### config.mk
export PLATFORM = sky130hd
export DESIGN_NAME = twcl_loader
export DESIGN_NICKNAME = d
export VERILOG_FILES = /design/src/twcl_pkg.sv /design/src/twcl_loader.sv /design/src/twcl_sync.sv
export VERILOG_INCLUDE_DIRS = /design/src
export SDC_FILE = /design/constraint.sdc
export NUM_CORES = 1
export LEC_CHECK = 0
export BUFFER_PORTS_ARGS = -buffer_cell sky130_fd_sc_hd__buf_4
export CAP_MARGIN = 25
export CORE_MARGIN = 4
export CORE_UTILIZATION = 35
export DETAILED_ROUTE_END_ITERATION = 8
export SYNTH_ARGS = -nofsm -noshare
export SYNTH_HDL_FRONTEND = slang
export SYNTH_SLANG_ARGS = --single-unit
export TNS_END_PERCENT = 30
### constraint.sdc
create_clock -name sys_clk -period 2.9 [get_ports sys_clk]
set_clock_uncertainty 0.2 [all_clocks]
set_input_delay 0.145 -clock sys_clk [delete_from_list [all_inputs] [get_ports sys_clk]]
set_output_delay 0.145 -clock sys_clk [all_outputs]
set_load 0.02 [all_outputs]
### src/twcl_map.svh
`ifndef TWCL_MAP_SVH
`define TWCL_MAP_SVH
// Configuration word length in bits
`define TWCL_CFG_BITS 160
// Number of clock outputs
`define TWCL_NUM_OUTS 9
// Settle time after a load, in ms
`define TWCL_SETTLE_MS 10
// System clock rate in kHz
`define TWCL_SYS_KHZ 100000
// Settle time in system clock cycles
`define TWCL_SETTLE_CYC (`TWCL_SETTLE_MS * `TWCL_SYS_KHZ)
`endif

### src/twcl_pkg.sv
`default_nettype none
package twcl_pkg;
  // Output state of the clock bank
  typedef enum logic [1:0] {
    TWCL_ST_OFF,
    TWCL_ST_REF,
    TWCL_ST_SETTLE,
    TWCL_ST_PROG
  } twcl_state_t;
endpackage : twcl_pkg
`default_nettype wire

### src/twcl_loader.sv
`default_nettype none
`include "twcl_map.svh"

// Functional notes
// Serial data shifts into the shift register, one bit per shift clock.
// Host sends 160 bits, most significant bit first.
// Strobe high copies shift register to latch; outputs settle in 10 ms.
// Shift clocks with strobe high pass data straight into the latch.
// Host should keep strobe low while shifting bits.
// Power-down low tri-states all outputs; pull-up makes it default high.
// Until first load, all nine outputs carry the reference clock.
// Programmed outputs appear after the settle following a load, and again after power-down rises following a load.
// Serial data is sampled on the shift clock rising edge.
// Latch holds while strobe is low; changes only on load or strobe high.
module twcl_loader #(
  parameter int CFG_BITS = `TWCL_CFG_BITS,
  parameter int NUM_OUTS = `TWCL_NUM_OUTS,
  parameter int SETTLE_CYC = `TWCL_SETTLE_CYC
) (
  // Clock and reset
  input wire logic sys_clk,
  input wire logic nrst,
  // Three-wire programming pins
  input wire logic serial_data,
  input wire logic shift_clk,
  input wire logic strobe,
  // Power-down pin, low powers down
  input wire logic power_down_tristate_n,
  // Reference and synthesised clocks, sampled levels
  input wire logic reference_input,
  input wire logic [NUM_OUTS-1:0] synth_clk,
  // Clock outputs with enables
  output logic [NUM_OUTS-1:0] clk_out,
  output logic [NUM_OUTS-1:0] clk_out_oe,
  // Configuration and status
  output logic [CFG_BITS-1:0] cfg_latch,
  output logic cfg_valid,
  output logic settling,
  output twcl_pkg::twcl_state_t out_state
);
  import twcl_pkg::*;

  // ****************************************
  // Pin synchronisation
  // ****************************************
  logic data_s, sclk_s, stb_s, pd_n_s, ref_s;
  logic [NUM_OUTS-1:0] synth_s;

  // Power-down bit resets to its pull-up level, so no false edge
  twcl_sync #(.WIDTH(5), .RST_VAL(5'h02)) u_pins (
    .sys_clk(sys_clk),
    .nrst(nrst),
    .async_in({serial_data, shift_clk, strobe, power_down_tristate_n,
               reference_input}),
    .sync_out({data_s, sclk_s, stb_s, pd_n_s, ref_s})
  );

  twcl_sync #(.WIDTH(NUM_OUTS)) u_synth (
    .sys_clk(sys_clk),
    .nrst(nrst),
    .async_in(synth_clk),
    .sync_out(synth_s)
  );

  // ****************************************
  // Shift register and latch
  // ****************************************
  logic sclk_d_ff, stb_d_ff, pd_d_ff;
  logic [CFG_BITS-1:0] shift_ff, nxt_shift;
  logic [CFG_BITS-1:0] nxt_latch;
  logic sclk_rise, stb_rise, pd_rise, load_now;

  // Edge detection on synchronised pins
  // rising edge sample
  assign sclk_rise = sclk_s & ~sclk_d_ff;
  assign stb_rise = stb_s & ~stb_d_ff;
  assign pd_rise = pd_n_s & ~pd_d_ff;
  // one bit per edge, MSB first
  assign nxt_shift = sclk_rise ? {shift_ff[CFG_BITS-2:0], data_s} : shift_ff;
  // pass-through while strobe high
  // hold when strobe low
  assign load_now = stb_rise | (stb_s & sclk_rise);
  // copy on strobe
  assign nxt_latch = load_now ? nxt_shift : cfg_latch;

  // Edge history and shifting
  always_ff @(posedge sys_clk or negedge nrst) begin
    if (!nrst) begin
      sclk_d_ff <= 1'b0;
      stb_d_ff <= 1'b0;
      pd_d_ff <= 1'b1;
      shift_ff <= '0;
      cfg_latch <= '0;
    end else begin
      sclk_d_ff <= sclk_s;
      stb_d_ff <= stb_s;
      pd_d_ff <= pd_n_s;
      shift_ff <= nxt_shift;
      cfg_latch <= nxt_latch;
    end
  end

  // ****************************************
  // Output state and settle timer
  // ****************************************
  twcl_state_t state_ff, nxt_state;
  logic [31:0] settle_ff, nxt_settle;
  logic valid_ff, nxt_valid;

  // State sequencing
  always_comb begin
    nxt_state = state_ff;
    nxt_settle = settle_ff;
    nxt_valid = valid_ff | load_now;
    case (state_ff)
      TWCL_ST_OFF: begin
        if (pd_n_s) begin
          // programmed after power-up
          nxt_state = nxt_valid ? TWCL_ST_SETTLE : TWCL_ST_REF;
          nxt_settle = 32'(SETTLE_CYC);
        end
      end
      TWCL_ST_REF, TWCL_ST_SETTLE, TWCL_ST_PROG: begin
        if (load_now) begin
          nxt_state = TWCL_ST_SETTLE;
          nxt_settle = 32'(SETTLE_CYC);
        end else if (state_ff == TWCL_ST_SETTLE) begin
          // settle within 10 ms
          if (settle_ff <= 32'd1) nxt_state = TWCL_ST_PROG;
          nxt_settle = settle_ff - 32'd1;
        end
      end
      default: nxt_state = TWCL_ST_OFF;
    endcase
    // power down wins
    if (!pd_n_s) nxt_state = TWCL_ST_OFF;
  end

  always_ff @(posedge sys_clk or negedge nrst) begin
    if (!nrst) begin
      state_ff <= TWCL_ST_REF;
      settle_ff <= '0;
      valid_ff <= 1'b0;
    end else begin
      state_ff <= nxt_state;
      settle_ff <= nxt_settle;
      valid_ff <= nxt_valid;
    end
  end

  // ****************************************
  // Clock output drive
  // ****************************************
  logic [NUM_OUTS-1:0] nxt_clk, nxt_oe;

  // Per-output source selection
  genvar gi;
  generate
    for (gi = 0; gi < NUM_OUTS; gi++) begin : g_out
      // reference until programmed
      assign nxt_clk[gi] = (nxt_state == TWCL_ST_PROG) ? synth_s[gi] : ref_s;
      // tri-state when powered down
      assign nxt_oe[gi] = (nxt_state != TWCL_ST_OFF);
    end
  endgenerate

  always_ff @(posedge sys_clk or negedge nrst) begin
    if (!nrst) begin
      clk_out <= '0;
      clk_out_oe <= '0;
      cfg_valid <= 1'b0;
      settling <= 1'b0;
      out_state <= TWCL_ST_REF;
    end else begin
      clk_out <= nxt_clk & nxt_oe;
      clk_out_oe <= nxt_oe;
      cfg_valid <= nxt_valid;
      settling <= (nxt_state == TWCL_ST_SETTLE);
      out_state <= nxt_state;
    end
  end
endmodule : twcl_loader
`default_nettype wire

### src/twcl_sync.sv
`default_nettype none
// Two flip-flop level synchroniser, one per bit
module twcl_sync #(
  parameter int WIDTH = 1,
  // Per-bit reset level, set to the idle level of each pin
  parameter logic [WIDTH-1:0] RST_VAL = '0
) (
  // Clock and reset
  input wire logic sys_clk,
  input wire logic nrst,
  // Data
  input wire logic [WIDTH-1:0] async_in,
  output logic [WIDTH-1:0] sync_out
);
  logic [WIDTH-1:0] meta_ff;

  // First stage only feeds the second
  always_ff @(posedge sys_clk or negedge nrst) begin
    if (!nrst) begin
      meta_ff <= RST_VAL;
      sync_out <= RST_VAL;
    end else begin
      meta_ff <= async_in;
      sync_out <= meta_ff;
    end
  end
endmodule : twcl_sync
`default_nettype wire

# After elaboration in Yosys (flattened, before gate mapping)
# Index checks and enable logic that the tools add are counted.
# word_totals
inputBits	16
register_bits	396
word_cells	55
output_inout_bits	182
# classes
n_addsub	1
bitwise_logic	8
order_cmp	1
n_reduce_logical	4
eq_ne	7
mux	20
# ops
op	count
$mux W160	1
$mux W32	3
$pmux W32 S2	1
$le A32 B1 Y1 const B	1
$sub A32 B1 Y32 const B	1
$mux W2	5
$and A9 B9 Y9	1
$mux W1	9
$eq A2 B2 Y1 const B	4
$pmux W2 S2	1
$and A1 B1 Y1	3
$ne A3 B3 Y1 const B	1
$reduce_or A3 Y1	1
$eq A2 B1 Y1 const B	1
$logic_not A2 Y1	1
$ne A2 B1 Y1 const B	1
$not A1 Y1	2
$or A1 B1 Y1	2
$reduce_and A2 Y1	1
$reduce_bool A2 Y1	1

# Logic depth before layout (Yosys ltp)
# depth
ltp_word	11
ltp_mapped	8
depth_no_buf	7

# Modules after synthesis
# Synthesis repeated with hierarchy kept, for this count alone.
# unflattened
hier_cells	1645
area_unflattened_um2	15105.7
# by_module_without_submodules
mod	seq_area_each_um2	n_inst	area_per_inst_um2	cells_each
twcl_loader	9210.1	1	14402.6	1617
twcl_sync (u_synth)	450.4	1	450.4	18
twcl_sync (u_pins)	252.7	1	252.7	10

# Worst setup path after synthesis
# OpenSTA, ideal clock, no wires.
# synth_path
kind	register -> register
start	register settle_ff[10]
end	register clk_out[0]
t_arrival_ns	2.310
period_less_slack_ns	2.656
path_stages_with_launch	7
required_time_ns	2.554
setup_slack_ns	0.244
setup_ns	0.146
n_path_buf	1
cell_sequence	dfrtp_1 -> or4_4 -> or4_4 -> o31a_1 -> buf_2 -> o311ai_4 -> o41ai_1
# synth_between
elab_chain_cells	9
elab_cells_between_ends	10
cone_classes	order compare: 1; eq/ne: 1; mux: 6; bitwise: 1; reduce/logical: 1
# synth_lines
item	line	rtl
from (decl)	twcl_loader.sv:107	logic [31:0] settle_ff, nxt_settle;
from (signal assigned)	twcl_loader.sv:146	settle_ff <= nxt_settle;
$le A32 B1 Y1 (*)	twcl_loader.sv:129	if (settle_ff <= 32'd1) nxt_state = TWCL_ST_PROG;
$mux W2 (*)	twcl_loader.sv:129	
$mux W2 (*)	twcl_loader.sv:127	end else if (state_ff == TWCL_ST_SETTLE) begin
$mux W2 (*)	twcl_loader.sv:124	if (load_now) begin
$pmux W2 S2 (*)	twcl_loader.sv:115	case (state_ff)
$mux W2 (*)	twcl_loader.sv:136	if (!pd_n_s) nxt_state = TWCL_ST_OFF;
$eq A2 B2 Y1	twcl_loader.sv:161	assign nxt_clk[gi] = (nxt_state == TWCL_ST_PROG) ? synth_s[gi] : ref_s;
$mux W1	twcl_loader.sv:161	
$and A9 B9 Y9 (*)	twcl_loader.sv:175	clk_out <= nxt_clk & nxt_oe;
to (signal assigned)	twcl_loader.sv:175	
to (decl)	twcl_loader.sv:33	output logic [NUM_OUTS-1:0] clk_out,
# Mark *: on every way between the ends. The rest lies on a longest branch, timed or not.
# A chain may end at the register's enable or synchronous reset.

# Worst setup path after layout
# layout_path
start	register settle_ff[10]
end	register settle_ff[31]
# layout_between
elab_chain_cells	4
# layout_lines
item	line	rtl
$sub A32 B1 Y32	twcl_loader.sv:130	nxt_settle = settle_ff - 32'd1;
$mux W32	twcl_loader.sv:127	
$mux W32	twcl_loader.sv:124	
$pmux W32 S2	twcl_loader.sv:115	
# No other way between the ends. The select of a mux whose other input is x is not followed.

==> results.py <==
metrics = {
    "setup_path": {
        "critical_path.cell_chain": "or4_4, or4_4, or3_1, o311ai_0, nand3_1",
        "crit_fanout": 9,
        "slowest_delay_ns": 0.56,
        "crit_path_start_kind": "register",
        "rr_startpoint": "settle_ff[10]",
        "crit_family": "simple AND/OR/NAND/NOR gates",
        "slowest_stage": "or4_4",
        "crit_path_frequent_cell": "or4_4",
        "worstSetupEndpointType": "register",
        "worstPathRequired_ns": 3.12,
        "cp.arrival_ns": 3.03,
        "timing.rr.end": "settle_ff[31]",
        "path_buf_inv": 0,
        "r2r_setup_slack_ns": 0.09,
        "r2r.worst_path.cells": 5,
        "crit_type": "reg2reg",
        "cp.depth": 5,
    },
    "power": {
        "p_sw_share_pct": 23.42,
        "cellLeakagePower_nw": 10.43,
        "clkPwrFrac_pct": 46.3,
        "comb_power_share_pct": 6.7,
        "p_int_w": 0.009441,
        "powerDensity_nw_per_um2": 650.9,
        "switchingPower_w": 0.002886,
        "vdd_drop_max_uv": 325.7,
        "seqPwrFrac_pct": 46.9,
    },
    "placement": {
        "placed_area_sq_um": 17240,
        "dp_cells": 2348,
        "hpwl_um": 20860,
        "place_congestion": 0.8012,
        "port_buffers": 197,
    },
    "min_path": {
        "whs_endpoint": "u_synth.meta_ff[1]",
        "hold_path_class": "in2reg",
        "min_path_cells": 2,
        "min_from": "synth_clk[1]",
    },
    "run": {
        "max-cap-violations": 0,
    },
    "global_route": {
        "grt_max_degree": 162,
        "grt_usage_pct": 15.39,
        "grt-ovfl-total": 0,
        "antenna_found_initial": 0,
        "grt_pass1_vias": 11560,
        "grt_pass1_wl_um": 59800,
    },
    "routing": {
        "dr.pass1.iters": 5,
        "vias": 11400,
        "vias_per_cell": 4.668,
        "postRouteAntennaNets": 0,
        "totalWireLength_um": 35730,
        "drtIter0Drc": 848,
        "drc": 0,
        "wl_per_cell_um": 14.62,
    },
    "synth": {
        "synth_flop_cell": "dfrtp_1",
        "synthCells": 1645,
        "synth.distinct_cells": 44,
        "syn_area_sq_um": 15110,
        "synth_xor_area_share_pct": 0.7537,
        "async_reset_ff_share_pct": 100.0,
        "ys_ff_latch": 396,
        "yosys_warnings": 0,
        "syn_avg_cell_area_sq_um": 9.183,
        "synth_nets": 1663,
        "ys_seq_area_share_pct": 65.63,
        "synth_edf_count": 0,
        "synthSimpleGateAreaFrac_pct": 27.18,
        "muxShareOfSynthArea_pct": 0.1325,
        "synth_top_family_by_area": "simple AND/OR/NAND/NOR gates",
        "synth_adder_area_share_pct": 0.1657,
        "synth_compound_area_share_pct": 3.214,
    },
    "sta": {
        "slew-limit-headroom_pct": 37.92,
        "hold_violations": 0,
        "rsz0062_at_grt": "false",
        "fmax_mhz": 356.1,
        "min_period_ns": 2.808,
        "finalMaxSlewViolations": 0,
        "worst_slew_pin_slew_ns": 0.9312,
        "period_share_pct": 96.83,
        "setup_violations": 0,
        "setup_tns_ns": 0,
    },
    "cells_and_area": {
        "drive_gt1_share_pct": 16.02,
        "fin_cells": 2443,
        "diodes": 0,
        "area_delta_synth_final_pct": 25.37,
        "finish.net_count": 1854,
        "finalInstanceArea_sq_um": 18940,
    },
    "clock_tree": {
        "cts_buffer_depth": 3,
        "clockRootBuffer": "clkbuf_16",
        "cts.clk_slew.worst_paths_ns": 0.06,
        "clk_latency_ns": 0.55,
        "cts_resized": 0,
        "clkSinkCount": 396,
        "cts-buffers-inserted": 43,
        "cts_tree": "built",
        "cts_htree_levels": 2,
    },
    "floorplanning": {
        "fp-row-count": 75,
        "initial_core_util_pct": 35.69,
        "chipWidth_um": 215.8,
        "core_sq_um": 42320,
        "die-area_sq_um": 46550,
        "io_pins": 198,
        "die_y_um": 215.8,
    },
    "status": {
        "outcome": "finished clean",
    },
}
## cells in the final DEF (no fill, tap or decap), types with 4 or more instances in the layout
cell,netlist,layout
or3_1,7,7
o41ai_1,9,9
xnor2_1,13,13
nor2_1,19,19
nand2b_1,5,4
a211oi_1,8,8
a21oi_1,9,9
a31oi_1,4,4
or4_1,4,4
dfrtp_1,393,393
inv_1,17,17
a2111oi_0,4,4
clkbuf_1,82,7
clkinv_2,0,9
dlygate4sd3_1,0,19
clkbuf_16,0,45
clkbuf_8,0,6
nor4_1,8,8
buf_12,0,9
nand2_1,983,983
o21ai_0,11,10
nand3_1,7,7
bufinv_16,0,6
nor3_1,9,9
buf_4,8,208
## cell type report
cell class | count | area, sq um
clock buffers | 58 | 1235
clock inverters | 17 | 241.5
fillers | 4156 | 23380
inverters | 17 | 63.81
multi-input cells | 1140 | 4788
flip-flops and latches | 396 | 9913
well taps | 577 | 721.9
repair buffers | 238 | 1974
## what timing repair did
action                    in CTS  in global routing
buffers inserted               0                  0
hold endpoints to repair     407                  0
hold buffers                  20                  0
## power groups by stage
stage	combinational [W]	clock, W	sequential [W]
after CTS	0.000853	0.00592	0.00578
after global routing	0.000931	0.00611	0.00580
after floorplan	0.000388	0	0.00591
after global placement	0.000805	0	0.00588
after detailed placement	0.000821	0	0.00588
final	0.000830	0.00571	0.00579
## through the flow
| stage | setup WS (ns) | hold WS (ns) | power [W] | util [%] |
|---|---|---|---|---|
| 2_1_floorplan | 0.2442 | -0.3506 | 0.006299 | - |
| 4_1_cts | 0.1192 | 0.001137 | 0.01256 | 44.75 |
| 3_5_place_dp | 0.1400 | -0.02124 | 0.006706 | 40.75 |
| 6_report | 0.09181 | 0.05168 | 0.01233 | 44.75 |
| 5_1_grt | 0.003225 | 0.03264 | 0.01284 | 44.75 |
| 3_3_place_gp | 0.1366 | -0.01654 | 0.006682 | 40.75 |
## kinds of logic (layout without fill, tap and decap cells)
| group | after synthesis | after routing |
|---|---|---|
| simple gates | 1057 | 1057 |
| flops | 396 | 396 |
| buf+inv | 109 | 330 |
| compound gates | 66 | 66 |
| xor+xnor | 13 | 13 |
| fa+ha+maj | 2 | 2 |
| mux | 2 | 2 |
## worst max-delay path by stage
stage / start / end / slack [ns]
final: settle_ff[10] / settle_ff[31] / 0.09
after global routing: settle_ff[10] / settle_ff[25] / 0.003
after CTS: settle_ff[10] / settle_ff[25] / 0.12
after detailed placement: settle_ff[10] / settle_ff[29] / 0.14
after global placement: settle_ff[10] / settle_ff[25] / 0.14
after floorplan: settle_ff[10] / clk_out[0] / 0.24
## registers in the layout, indices dropped and copies added (netlist names)
name	flops
clk_out	9
out_state	2
u_pins.meta_ff	5
clk_out_oe	1
u_synth.sync_out	9
stb_d_ff	1
cfg_latch	160
sclk_d_ff	1
settling	1
cfg_valid	1
settle_ff	32
u_pins.sync_out	5
u_synth.meta_ff	9
shift_ff	160
## routing by layer
| metal | routed length, um | vias up | global-route usage [%] | part of all wire, % |
|---|---|---|---|---|
| met2 | 16390 | 267 | 24.47 | 46 |
| li1 | - | 5498 | - | - |
| met1 | 16230 | 5581 | 20.69 | 45 |
| met3 | 2331 | 57 | 4.163 | 6.5 |
| met5 | 0 | - | 0 | 0 |
| met4 | 777 | 0 | 4.853 | 2.2 |
## Yosys cell counts (3+ instances only)
master       n  area share [%]
o21ai_0     11            0.36
nor4_1       8            0.33
buf_4        8            0.40
nor3_1       9            0.30
nand2b_1     5            0.21
a211oi_1     8            0.40
xnor2_1     13            0.75
nand4_1      3            0.12
inv_1       17            0.42
dfstp_2      3            0.52
a2111oi_0    4            0.23
a21oi_1      9            0.30
dfrtp_1    393              65
or4_1        4            0.20
nor2_1      19            0.47
o211ai_1     3            0.15
a31oi_1      4            0.17
o41ai_1      9            0.52
nand3_1      7            0.23
or3_1        7            0.29
nand2_1    983              24
clkbuf_1    82             2.0
(Power assumes the default switching activity.)
